[src/rtl/word_load_pkg.sv]
// Constants for the word load execution block
package word_load_pkg;
    localparam logic [7:0]  OPC_INDEXED     = 8'h07;
    localparam logic [7:0]  OPC_DIRECT      = 8'h87;
    localparam int          DISP_MSB        = 6;
    localparam int          MODE_BIT        = 7;
    localparam logic [15:0] HIGH_AREA_BASE  = 16'hfe00;
    localparam logic [15:0] PAIR_ADDR       = 16'hfe00;
    localparam logic [7:0]  PAIR_FILL       = 8'hff;
    localparam logic [15:0] LEN_INDEXED     = 16'h0002;
    localparam logic [15:0] LEN_DIRECT      = 16'h0003;
    localparam int          PSW_NINTH_POS   = 1;
    localparam logic [1:0]  CYC_NORMAL      = 2'h2;
    localparam logic [1:0]  CYC_HIGH        = 2'h3;
    typedef enum logic [1:0] {ST_IDLE, ST_EXEC} state_type;
endpackage

[src/rtl/word_load_exec.sv]
// Execution unit for the two word-load instructions into the A/B pair
// Notes on behaviour
// - Indexed form reads the word at pointer plus displacement; low byte to A, high byte to B.
// - The displacement is a 7-bit two's-complement value from -64 to +63.
// - The word's ninth bit, when present, is copied to status word bit 1 by either form.
// - Loading from the pair's own location puts all ones in B and leaves A undefined.
// - Opcode 10000111 is the direct form, followed by low then high address byte.
// - The direct form takes two cycles, three for addresses fe00 to ffff.
// - The direct form advances the program counter by three.
// - The direct form puts the low byte of the word in A and the high byte in B.
// - Opcode 00000111 with second byte bit 7 set is the indexed form, displacement in bits 6..0.
// - The indexed form advances the program counter by two and takes two or three cycles.
`timescale 1ns/1ns
module word_load_exec
(
    input  wire logic        i_ref_clk,
    input  wire logic        i_reset,
    input  wire logic        i_ce,
    input  wire logic        i_start,
    input  wire logic [7:0]  i_opcode,
    input  wire logic [7:0]  i_byte1,
    input  wire logic [7:0]  i_byte2,
    input  wire logic [15:0] i_first_indirect_pointer,
    input  wire logic [15:0] i_pc,
    input  wire logic [7:0]  i_program_status_word,
    input  wire logic [15:0] i_mem_rdata,
    input  wire logic        i_word_ninth_bit,
    input  wire logic        i_has_ninth_bit,
    output logic             o_busy,
    output logic             o_illegal,
    output logic [15:0]      o_mem_addr,
    output logic             o_done,
    output logic [7:0]       o_acc,
    output logic [7:0]       o_b,
    output logic [15:0]      o_pc,
    output logic [7:0]       o_program_status_word
);
    word_load_pkg::state_type state_r;
    logic [1:0]  cnt_r;
    logic [1:0]  cyc_r;
    logic [15:0] addr_r;
    logic [15:0] len_r;
    word_load_pkg::state_type state_nxt;

    function automatic logic [15:0] sext7(input logic [6:0] d);
        sext7 = {{9{d[word_load_pkg::DISP_MSB]}}, d};
    endfunction

    wire logic        is_direct  = (i_opcode == word_load_pkg::OPC_DIRECT);
    wire logic        is_indexed = (i_opcode == word_load_pkg::OPC_INDEXED)
                                   && i_byte1[word_load_pkg::MODE_BIT];
    // 16-bit sum wraps naturally
    wire logic [15:0] idx_addr   = i_first_indirect_pointer + sext7(i_byte1[6:0]);
    wire logic [15:0] dir_addr   = {i_byte2, i_byte1};
    wire logic [15:0] new_addr   = is_direct ? dir_addr : idx_addr;
    wire logic        high_area  = (new_addr >= word_load_pkg::HIGH_AREA_BASE);
    wire logic [1:0]  new_cyc    = high_area ? word_load_pkg::CYC_HIGH : word_load_pkg::CYC_NORMAL;
    wire logic        accept     = i_ce && i_start && (state_r == word_load_pkg::ST_IDLE);
    wire logic        finish     = i_ce && (state_r == word_load_pkg::ST_EXEC) && (cnt_r + 2'h1 == cyc_r);
    wire logic        self_pair  = (addr_r == word_load_pkg::PAIR_ADDR);
    wire logic        legal      = is_direct || is_indexed;
    wire logic [15:0] new_len    = is_direct ? word_load_pkg::LEN_DIRECT : word_load_pkg::LEN_INDEXED;

    assign o_busy     = (state_r == word_load_pkg::ST_EXEC);
    assign o_mem_addr = addr_r;

    // Two states suffice; the cycle count lives in cnt_r so the state stays small
    always_comb
    begin
        state_nxt = state_r;
        unique case (state_r)
            word_load_pkg::ST_IDLE:
            begin
                if (accept && legal)
                    state_nxt = word_load_pkg::ST_EXEC;
            end
            word_load_pkg::ST_EXEC:
            begin
                if (finish)
                    state_nxt = word_load_pkg::ST_IDLE;
            end
            default:
                state_nxt = word_load_pkg::ST_IDLE;
        endcase
    end

    always_ff @(posedge i_ref_clk)
    begin
        if (i_reset)
            state_r <= word_load_pkg::ST_IDLE;
        else if (i_ce)
            state_r <= state_nxt;
    end

    always_ff @(posedge i_ref_clk)
    begin
        if (i_reset)
            cnt_r <= 2'h0;
        else if (i_ce)
        begin
            if (accept)
                cnt_r <= 2'h0;
            else if (o_busy && !finish)
                cnt_r <= cnt_r + 2'h1;
        end
    end

    // Operands are captured once, so the caller may change its bytes while busy
    always_ff @(posedge i_ref_clk)
    begin
        if (i_reset)
        begin
            cyc_r  <= word_load_pkg::CYC_NORMAL;
            addr_r <= 16'h0000;
            len_r  <= 16'h0000;
        end
        else if (accept && legal)
        begin
            cyc_r  <= new_cyc;
            addr_r <= new_addr;
            len_r  <= new_len;
        end
    end

    always_ff @(posedge i_ref_clk)
    begin
        if (i_reset)
            o_illegal <= 1'b0;
        else if (i_ce)
            o_illegal <= accept && !legal;
    end

    always_ff @(posedge i_ref_clk)
    begin
        if (i_reset)
            o_done <= 1'b0;
        else if (i_ce)
            o_done <= finish;
    end

    // Pair location reads back unreliably; A just takes the bus low byte
    always_ff @(posedge i_ref_clk)
    begin
        if (i_reset)
            o_acc <= 8'h00;
        else if (finish)
            o_acc <= i_mem_rdata[7:0];
    end

    always_ff @(posedge i_ref_clk)
    begin
        if (i_reset)
            o_b <= 8'h00;
        else if (finish)
            o_b <= self_pair ? word_load_pkg::PAIR_FILL : i_mem_rdata[15:8];
    end

    always_ff @(posedge i_ref_clk)
    begin
        if (i_reset)
            o_pc <= 16'h0000;
        else if (finish)
            o_pc <= i_pc + len_r;
    end

    always_ff @(posedge i_ref_clk)
    begin
        if (i_reset)
            o_program_status_word <= 8'h00;
        else if (finish)
        begin
            o_program_status_word <= i_program_status_word;
            if (i_has_ninth_bit)
                o_program_status_word[word_load_pkg::PSW_NINTH_POS] <= i_word_ninth_bit;
        end
    end

    a_direct_len: assert property (@(posedge i_ref_clk) disable iff (i_reset)
        (accept && is_direct) |-> ##1 (len_r == 16'h0003)) else $error("direct length wrong");
    a_indexed_len: assert property (@(posedge i_ref_clk) disable iff (i_reset)
        (accept && is_indexed && !is_direct) |-> ##1 (len_r == 16'h0002)) else $error("indexed length wrong");
    a_index_addr: assert property (@(posedge i_ref_clk) disable iff (i_reset)
        (accept && is_indexed) |=> (addr_r == $past(idx_addr))) else $error("indexed address wrong");
    a_disp_sign: assert property (@(posedge i_ref_clk) disable iff (i_reset)
        (accept && is_indexed && i_byte1[6]) |=> (addr_r - $past(i_first_indirect_pointer)) >= 16'hffc0)
        else $error("displacement not negative");
    a_dir_addr: assert property (@(posedge i_ref_clk) disable iff (i_reset)
        (accept && is_direct) |=> (addr_r == {$past(i_byte2), $past(i_byte1)})) else $error("direct address wrong");
    a_cycle_count: assert property (@(posedge i_ref_clk) disable iff (i_reset)
        (accept && (is_direct || is_indexed) && !high_area) |=> (cyc_r == 2'h2)) else $error("normal cycle count");
    a_high_cycles: assert property (@(posedge i_ref_clk) disable iff (i_reset)
        (accept && (is_direct || is_indexed) && high_area) |=> (cyc_r == 2'h3)) else $error("high cycle count");
    a_pair_fill: assert property (@(posedge i_ref_clk) disable iff (i_reset)
        (finish && self_pair) |=> (o_b == 8'hff)) else $error("pair fill wrong");
    a_word_bytes: assert property (@(posedge i_ref_clk) disable iff (i_reset)
        (finish && !self_pair) |=> (o_acc == $past(i_mem_rdata[7:0]) && o_b == $past(i_mem_rdata[15:8])))
        else $error("byte placement wrong");
    a_ninth_copy: assert property (@(posedge i_ref_clk) disable iff (i_reset)
        (finish && i_has_ninth_bit) |=> (o_program_status_word[1] == $past(i_word_ninth_bit)))
        else $error("ninth bit not copied");
    a_flags_kept: assert property (@(posedge i_ref_clk) disable iff (i_reset)
        finish |=> ({o_program_status_word[7:2], o_program_status_word[0]}
                    == {$past(i_program_status_word[7:2]), $past(i_program_status_word[0])}))
        else $error("other flags changed");
    a_ce_freeze: assert property (@(posedge i_ref_clk) disable iff (i_reset)
        !i_ce |=> (state_r == $past(state_r) && cnt_r == $past(cnt_r) && o_b == $past(o_b)))
        else $error("state moved while disabled");
    a_done_pulse: assert property (@(posedge i_ref_clk) disable iff (i_reset)
        (o_done && i_ce) |=> !o_done) else $error("done longer than one cycle");
    a_illegal_idle: assert property (@(posedge i_ref_clk) disable iff (i_reset)
        o_illegal |-> !o_busy) else $error("refused encoding started");

    c_direct: cover property (@(posedge i_ref_clk) accept && is_direct);
    c_indexed: cover property (@(posedge i_ref_clk) accept && is_indexed);
    c_high: cover property (@(posedge i_ref_clk) finish && cyc_r == 2'h3);
    c_pair: cover property (@(posedge i_ref_clk) finish && self_pair);
    c_refused: cover property (@(posedge i_ref_clk) o_illegal);
endmodule

[config.mk]
export PLATFORM = sky130hd
export DESIGN_NAME = word_load_exec
export DESIGN_NICKNAME = d
export VERILOG_FILES = /design/src/rtl/word_load_pkg.sv /design/src/rtl/word_load_exec.sv
export SDC_FILE = /design/constraint.sdc
export NUM_CORES = 1
export LEC_CHECK = 0
export BUFFER_PORTS_ARGS = -buffer_cell sky130_fd_sc_hd__buf_2
export CORE_UTILIZATION = 53
export DETAILED_ROUTE_END_ITERATION = 12
export GPL_ROUTABILITY_DRIVEN = 0
export HOLD_SLACK_MARGIN = 0.08
export PLACE_DENSITY = 0.89
export SETUP_SLACK_MARGIN = 0.2
export SLEW_MARGIN = 20
export SYNTH_ARGS = -nofsm -noshare
export SYNTH_HDL_FRONTEND = slang
export SYNTH_SLANG_ARGS = --single-unit
[constraint.sdc]
create_clock -name i_ref_clk -period 5.5 [get_ports i_ref_clk]
set_input_delay 0.275 -clock i_ref_clk [delete_from_list [all_inputs] [get_ports i_ref_clk]]
set_output_delay 0.275 -clock i_ref_clk [all_outputs]
set_load 0.005 [all_outputs]
==> results of run 1 <==
-- state kept, by name, indices dropped and copies added, names as in the netlist --
name                   flops
o_mem_addr                16
o_pc                      16
o_acc                      8
o_b                        8
o_program_status_word      8
cnt_r                      2
len_r                      2
cyc_r                      1
o_done                     1
o_illegal                  1
state_r                    1
-- final cells by class --
class                      instances  area [um2]  share of cell area (%)
tap                               77        96.3                    2.10
clock buffer                      12         155                    3.37
sequential                        64        1280                    27.9
inverter                           6        22.5                   0.490
multi-input combinational        371        2270                    49.5
clock inverter                     3        17.5                   0.381
timing repair buffer             145         751                    16.3
-- per-layer routing --
metal / routed length [um] / vias up / share of wire (%)
met2: 4780 / 174 / 49
met5: 0 / - / 0
met1: 4090 / 1732 / 42
met4: 240 / 0 / 2.5
met3: 673 / 30 / 6.9
li1: - / 1926 / -
-- report_power, final --
part / switching, mW / internal (mW)
Sequential: 0.000397 / 0.464
Clock: 0.166 / 0.184
Combinational: 0.105 / 0.0821
Total: 0.271 / 0.730
-- worst min-delay path by stage --
stage / slack (ns) / endpoint
final: 0.19 / o_acc[1]
after global routing: 0.17 / o_acc[1]
after CTS: 0.17 / o_acc[1]
after floorplan: 0.41 / o_acc[0]
after global placement: 0.44 / o_pc[2]
after detailed placement: 0.44 / o_program_status_word[0]
-- layout by cell type, fill, tap and decap left out, drive strengths merged, types with 2 or more instances in the layout --
cell type and count:
a21oi 36, o21bai 2, nor2 70, nor4b 2, clkbuf 12, nand3b 4, dfxtp 64, a211oi 29
nor2b 4, inv 6, nor3 18, and2 5, nor4 5, clkinv 2, ha 17, and4 2
o21a 2, nand2 71, a2111oi 3, a21o 6, o21ai 15, nand2b 4, a311oi 5, nand4 4
and3 3, or2 2, a31oi 3, mux2i 3, fa 2, nor3b 3, or3 3, xor2 7
xnor2 13, o211ai 6, nand3 11, buf 145
-- metrics by stage --
stage	utilization, %	power [mW]	hold slack (ns)
2_1_floorplan	-	0.593	0.411
3_3_place_gp	67.6	0.650	0.438
3_5_place_dp	67.6	0.656	0.443
4_1_cts	70.2	1.00	0.174
5_1_grt	70.8	1.05	0.170
6_report	70.8	1.00	0.186
-- worst reg2reg max path, delay by kind of cell, from the launching register on --
kind                       cells  cell delay [ns]
and+or+nand+nor                4             0.97
DFF                            1             0.31
AOI/OAI and AO/OA              2             0.31
adders and majority gates      1             0.27
xor gates and xnor gates       1             0.17
-- logic make-up (layout without fill, tap and decap cells) --
group,Yosys count,after routing
AOI/OAI and AO/OA,115,115
xor gates and xnor gates,20,20
muxes,3,3
adders and majority gates,19,19
and+or+nand+nor,214,214
DFF,64,64
buffers and inverters,29,166
==> impl_metrics.json, run 1 <==
{
  "critPathKind": "input port to flop",
  "slew_violations": 0,
  "wl_per_cell_um": 14.4,
  "root_buffer": "clkbuf_8",
  "crit_path_top_delay_cell": "or4_1",
  "portBuffers": 144,
  "power_density_nw_per_um2": 218,
  "synth_area_leader_cell": "dfxtp_1",
  "setup_ws_ns": 3.00,
  "clock_skew_ns": 0.0111,
  "finalSetupViolCount": 0,
  "start_util_pct": 56.4,
  "start_kind": "input port",
  "fp.dieArea_um2": 7250,
  "timing.rr.end": "o_pc[15]",
  "drive_above_1_share_pct": 28.5,
  "synthTopCellsByArea": "dfxtp_1, nand2_1, nor2_1, ha_1, a211oi_1",
  "grt-ovfl-total": 0,
  "status": "finished clean",
  "dp_hpwl_um": 7270,
  "syn_nets": 569,
  "syn_area_um2": 3660,
  "hp-start": "i_mem_rdata[1]",
  "fillers": 542,
  "slew_headroom_pct": 32.9,
  "synth_commonest_cells": "nand2_1, nor2_1, dfxtp_1",
  "r2r_start": "len_r[1]",
  "synth.avg_cell_area_um2": 7.89,
  "htreeDepth": 3,
  "hp-class": "input port to flop",
  "leakagePower_nw": 1.97,
  "vias_per_cell": 5.70,
  "synth_seq_cells": 64,
  "place_ws_ns": 2.69,
  "synthSimpleGateAreaFrac_pct": 27.4,
  "grt_use_met3_pct": 4.47,
  "arrival_ns": 2.72,
  "synth_top_family_by_area": "simple AND/OR/NAND/NOR gates",
  "ant_nets": 0,
  "finalHoldViolations": 0,
  "num_rows": 29,
  "post-route-drc-count": 0,
  "die_w_um": 85.1,
  "cp_max_fo": 14,
  "insertedDiodeCount": 0,
  "post_cts_buffers": 0,
  "grt_max_degree": 66,
  "synthXorXnorAreaFrac_pct": 4.78,
  "cts_tree": "yes",
  "ios": 145,
  "cts_made_buffers": 9,
  "synth-edff-count": 0,
  "synth_warnings": 0,
  "finalWorstPathRequiredPeriod_ns": 2.50,
  "async_flop_share_pct": 0,
  "grt_setup_unrepaired": "false",
  "synth_mux_area_share_pct": 0.922,
  "synthFlopType": "dfxtp_1",
  "grt_util_met1_pct": 32.3,
  "grt_pass1_vias": 3677,
  "grt_pass1_wl_um": 15800,
  "cp.depth": 9,
  "synth_compound_area_share_pct": 21.7,
  "path_cells": "buf_2 > or4b_4 > or4_1 > nand3b_1 > mux2i_2 > a2111oi_4 > nor4_1 > nand4_1 > nand2_1",
  "die_h_um": 85.1,
  "core-area_um2": 6490,
  "cpLargestDelayFamily": "simple AND/OR/NAND/NOR gates",
  "synth_most_common_cell": "nand2_1",
  "detailed_place.area_um2": 4390,
  "endpoint": "cyc_r[0]",
  "firstDrtPassIters": 5,
  "max_freq_ghz": 0.399,
  "cap_violations": 0,
  "vias": 3862,
  "ys_types": 57,
  "cp_num_buf_inv": 1,
  "crit_required_ns": 5.72,
  "min_period_over_period_pct": 45.5,
  "ys_seq_area_share_pct": 35.0,
  "min_path_cells": 3,
  "ctsLongestPathBuffers": 2,
  "tns_ns": 0,
  "cp-end-kind": "flop",
  "finalInstanceArea_um2": 4600,
  "yosysTopAreaCellShare_pct": 35.0,
  "antenna_found_initial": 0,
  "holdBufCountCts": 0,
  "cts.sink_count": 64,
  "drt_wl_total_um": 9790,
  "grt_use_total_pct": 26.7,
  "synthAdderAreaFrac_pct": 6.90,
  "instances_no_fill": 678,
  "worst_pin_slew_ns": 0.999,
  "r2r_cells": 8,
  "cts-resized-gates": 0,
  "grtUsageMet2_pct": 46.3,
  "final_nets": 702,
  "peakVddDrop_uv": 136,
  "drt_iter0_drc": 151,
  "area_growth_pct": 25.6,
  "placed_cells": 662,
  "insertion_delay_ns": 0.33,
  "max_stage_delay_ns": 0.80,
  "reg2reg_slack_ns": 3.39,
  "cp-startpoint": "i_opcode[5]",
  "syn-instance-count": 464,
  "clk_pin_slew_ns": 0.07,
  "top_usage_layer": "met2"
}
(Power assumes the default switching activity.)
==> run 2: changes to the inputs <==
CORE_UTILIZATION = 49   (was 53)
PLACE_DENSITY = 0.84   (was 0.89)
clock period = 2.6 ns   (was 5.5 ns; I/O delays follow)
==> impl_metrics.json, run 2 (same netlist as run 1, synthesis figures left out) <==
{
  "status": "finished clean",
  "tns_ns": 0,
  "firstDrtPassIters": 4,
  "grt_setup_unrepaired": "false",
  "insertion_delay_ns": 0.33,
  "cap_violations": 0,
  "grt_pass1_wl_um": 16200,
  "final_nets": 729,
  "cts_tree": "yes",
  "cts-resized-gates": 0,
  "cts.sink_count": 64,
  "start_kind": "input port",
  "fillers": 606,
  "slew_violations": 0,
  "portBuffers": 144,
  "finalInstanceArea_um2": 4920,
  "min_period_over_period_pct": 84.3,
  "vias": 3979,
  "clock_skew_ns": 0.0106,
  "utilization_pct": 67.9,
  "drt_wl_total_um": 10400,
  "die_w_um": 88.5,
  "cp-startpoint": "i_byte1[0]",
  "slew_headroom_pct": 53.9,
  "layout.cells.most_common": "buf_2",
  "leakagePower_nw": 2.12,
  "max_stage_delay_ns": 0.44,
  "finalSetupViolCount": 0,
  "placed_cells": 691,
  "clk_pin_slew_ns": 0.07,
  "ant_nets": 0,
  "area_growth_pct": 34.5,
  "grt_max_degree": 38,
  "finalWorstPathRequiredPeriod_ns": 2.19,
  "worst_pin_slew_ns": 0.691,
  "core-area_um2": 7250,
  "wl_per_cell_um": 14.3,
  "setup_ws_ns": 0.408,
  "fp.dieArea_um2": 7820,
  "max_freq_ghz": 0.456,
  "arrival_ns": 2.46,
  "htreeDepth": 3,
  "drt_iter0_drc": 175,
  "cp-end-kind": "flop",
  "root_buffer": "clkbuf_8",
  "r2r_start": "len_r[0]",
  "grt_pass1_vias": 3641,
  "reg2reg_slack_ns": 0.56,
  "critPathKind": "input port to flop",
  "power.total_mw": 2.37,
  "hp-class": "input port to flop",
  "ios": 145,
  "fin_hold_ws_ns": 0.0799,
  "peakVddDrop_uv": 265,
  "grt_use_total_pct": 26.6,
  "instances_no_fill": 728,
  "ctsLongestPathBuffers": 2,
  "path_cells": "buf_2 > ha_1 > fa_1 > a211oi_1 > o21ai_0 > nand3_1 > nand3_1 > and3b_1 > nor4_1 > nand4_1 > nand2_1",
  "insertedDiodeCount": 0,
  "detailed_place.area_um2": 4480,
  "cpLargestDelayFamily": "simple AND/OR/NAND/NOR gates",
  "drive_above_1_share_pct": 28.1,
  "vias_per_cell": 5.47,
  "grt-ovfl-total": 0,
  "finalHoldViolations": 0,
  "start_util_pct": 50.5,
  "power_density_nw_per_um2": 482,
  "final_cell_mix": "buf_2, nand2_1, nor2_1",
  "hp-start": "i_mem_rdata[8]",
  "crit_path_top_delay_cell": "fa_1",
  "dp_hpwl_um": 7670,
  "num_rows": 31,
  "crit_required_ns": 2.87,
  "die_h_um": 88.5,
  "cp_num_buf_inv": 1,
  "crit_top_cell": "nand3_1",
  "place_ws_ns": 0.112,
  "cp_max_fo": 3,
  "cts_made_buffers": 9,
  "post-route-drc-count": 0,
  "antenna_found_initial": 0
}
[run 2: cell count changes in the layout (fill, tap and decap cells not counted), moves of 2 or more]
cell           previous run  this run
dlygate4sd3_1             0        21
clkinv_2                  2         0
buf_4                     1         6
bufinv_16                 0         2
[run 2: worst register-to-register path: cells and delay by family (launching register included)]
family	cells	cell delay (ns)
simple gates	3	0.61
xor+xnor	1	0.09
fa+ha+maj	2	0.57
compound gates	1	0.28
buf+inv	1	0.05
flops	1	0.35
[run 2: routing by layer]
layer  track usage (%)  part of all wire [%]  up-vias
met4              9.82                   1.4        0
met5                 0                     0        -
li1                  -                     -     1977
met3              4.76                   5.1       13
met1              30.3                    41     1862
met2              49.2                    52      127
[run 2: layout make-up]
| class | instances | area [um2] | area share (%) |
|---|---|---|---|
| clock inverters | 2 | 60.1 | 1.22 |
| multi-input cells | 371 | 2270 | 46.1 |
| clock buffers | 14 | 173 | 3.51 |
| inverters | 6 | 22.5 | 0.457 |
| repair buffers | 172 | 996 | 20.2 |
| flip-flops and latches | 64 | 1280 | 26.0 |
| well taps | 99 | 124 | 2.52 |
[run 2: worst paths after layout]
check	cells after the start	to
setup / recovery	11	cyc_r[0]
hold / removal	3	o_b[0]
setup reg to reg	8	o_pc[8]
hold reg to reg	2	o_acc[6]
[run 2: timing repair]
item	CTS	global route
hold buffers	21	0
buffers inserted	0	0
hold endpoints to repair	21	0
[run 2: power breakdown]
part           total, mW  internal, mW  leakage [nW]  switching, mW
clock network      0.968         0.620         0.117          0.349
logic              0.420         0.197          1.48          0.223
registers          0.982         0.982         0.515       0.000863
total               2.37          1.80          2.12          0.573
==> run 3: changes to the inputs <==
ABC_AREA = 1   (was unset)
CORE_UTILIZATION = 45   (was 49)
PLACE_DENSITY = 0.8   (was 0.84)
clock period = 2 ns   (was 2.6 ns; I/O delays follow)
==> impl_metrics.json, run 3 <==
{
  "status": "finished clean",
  "finalSetupViolCount": 0,
  "cts.sink_count": 64,
  "synth_warnings": 0,
  "root_buffer": "clkbuf_8",
  "grt-ovfl-total": 0,
  "finalInstanceArea_um2": 5410,
  "syn_area_um2": 3950,
  "cap_violations": 0,
  "final_cell_mix": "buf_2, nand2_1, inv_1",
  "synthFlopType": "dfxtp_1",
  "grt_pass1_wl_um": 17800,
  "power_density_nw_per_um2": 538,
  "synth_seq_cells": 64,
  "synth_commonest_cells": "nand2_1, inv_1, nor2_1",
  "fp.dieArea_um2": 9150,
  "wl_per_cell_um": 13.4,
  "tns_ns": 0,
  "slew_headroom_pct": 69.3,
  "clock_skew_ns": 0.0119,
  "drt_iter0_drc": 216,
  "finalWorstPathRequiredPeriod_ns": 1.99,
  "synth_area_leader_cell": "dfxtp_1",
  "leakagePower_nw": 2.89,
  "min_period_over_period_pct": 99.6,
  "insertedDiodeCount": 0,
  "detailed_place.area_um2": 4790,
  "ios": 145,
  "max_freq_ghz": 0.502,
  "die_h_um": 95.6,
  "synth_most_common_cell": "nand2_1",
  "syn-instance-count": 580,
  "crit_required_ns": 2.27,
  "drive_above_1_share_pct": 27.6,
  "ys_seq_area_share_pct": 32.5,
  "cts_made_buffers": 9,
  "critPathKind": "flop to flop",
  "synthTopCellsByArea": "dfxtp_1, nand2_1, inv_1, nor2_1, ha_1",
  "start_kind": "flop",
  "antenna_found_initial": 0,
  "vias_per_cell": 5.01,
  "synth-edff-count": 0,
  "grt_setup_unrepaired": "true",
  "dp_hpwl_um": 8290,
  "drt_wl_total_um": 11700,
  "worst_pin_slew_ns": 0.461,
  "syn_nets": 685,
  "slew_violations": 0,
  "cts_tree": "yes",
  "core-area_um2": 8340,
  "insertion_delay_ns": 0.33,
  "async_flop_share_pct": 0,
  "yosysTopAreaCellShare_pct": 32.5,
  "area_growth_pct": 37.1,
  "grt_use_total_pct": 25.1,
  "ctsLongestPathBuffers": 2,
  "htreeDepth": 3,
  "synth.avg_cell_area_um2": 6.80,
  "portBuffers": 144,
  "cp-end-kind": "flop",
  "cp_max_fo": 2,
  "grt_pass1_vias": 3962,
  "arrival_ns": 2.26,
  "peakVddDrop_uv": 454,
  "die_w_um": 95.6,
  "num_rows": 33,
  "start_util_pct": 47.3,
  "post-route-drc-count": 0,
  "vias": 4370,
  "ys_types": 43,
  "ant_nets": 0,
  "grt_max_degree": 31,
  "finalHoldViolations": 0,
  "hp-class": "input port to flop",
  "final_nets": 869,
  "firstDrtPassIters": 7,
  "clk_pin_slew_ns": 0.08,
  "layout.cells.most_common": "buf_2"
}
run 3: changes by cell type after synthesis, sizes merged, moves of 9 or more:
cell	before	now
inv	6	92
nand2	71	118
o21ai	15	45
a211oi	29	1
nand3	11	29
nor2	70	84
nor3	18	5
clkbuf	17	8
o211ai	6	15
run 3: logic make-up after synthesis:
| logic type | synth area share, % |
|---|---|
| XOR/XNOR | 4.44 |
| AO/OA/AOI/OAI | 14.7 |
| AND/OR/NAND/NOR | 30.7 |
| adder cells (fa/ha/maj) | 6.40 |
| buffers and inverters | 11.2 |
| flip-flops | 32.5 |
run 3: area by class of cell:
class	instances	area, um2
Clock buffer	11	141
Multi-Input combinational cell	406	2280
Sequential cell	64	1280
Clock inverter	4	45.0
Timing Repair Buffer	190	1170
Fill cell	765	2930
Inverter	93	357
Tap cell	105	131
run 3: repair_timing:
action	CTS	global route
setup buffers	10	0
endpoints found under the hold margin	25	1
endpoints found under the setup margin	3	18
hold buffers	26	1
pin swaps	8	4
gates resized for setup	5	16
run 3: power by group:
group          leakage [nW]  internal (mW)  switching, mW
Clock                0.0989          0.597          0.474
Sequential            0.516           1.28        0.00273
Combinational          2.28          0.242          0.314
Total                  2.89           2.12          0.790
run 3: through the flow:
step,util (%),total power [mW],hold slack (ns),cells,setup slack [ns]
5_1_grt,64.9,3.05,0.0987,873,-0.0916
2_1_floorplan,-,1.63,0.262,580,0.117
4_1_cts,63.9,2.91,0.0811,872,0.0385
3_3_place_gp,57.5,1.80,0.350,821,0.0462
6_report,64.9,2.91,0.0928,873,0.00846
3_5_place_dp,57.5,1.81,0.361,821,-0.00963
run 3: final timing paths:
check           start   endpoint  slack (ns)  depth (start not counted)
max          len_r[0]    o_pc[6]       0.008                         13
min reg2reg    o_done     o_done        0.47                          2
min              i_ce  o_illegal        0.09                          4
max reg2reg  len_r[0]    o_pc[6]       0.008                         13
run 3: worst max-delay path, stage by stage (launching register included):
cell and delay, ns:
dfxtp_2 0.35, ha_4 0.13, inv_2 0.04, fa_2 0.33, nor2_1 0.10, nand2_1 0.11, nor2_4 0.14, buf_4 0.13
buf_6 0.09, buf_6 0.09, buf_6 0.08, nand2_2 0.04, xor2_1 0.16, a21oi_1 0.15
run 3: per-layer routing:
layer,track usage (%),routed length (um)
met1,31.6,5290
met2,42.6,5530
met3,4.55,612
met4,9.08,254
met5,0,0
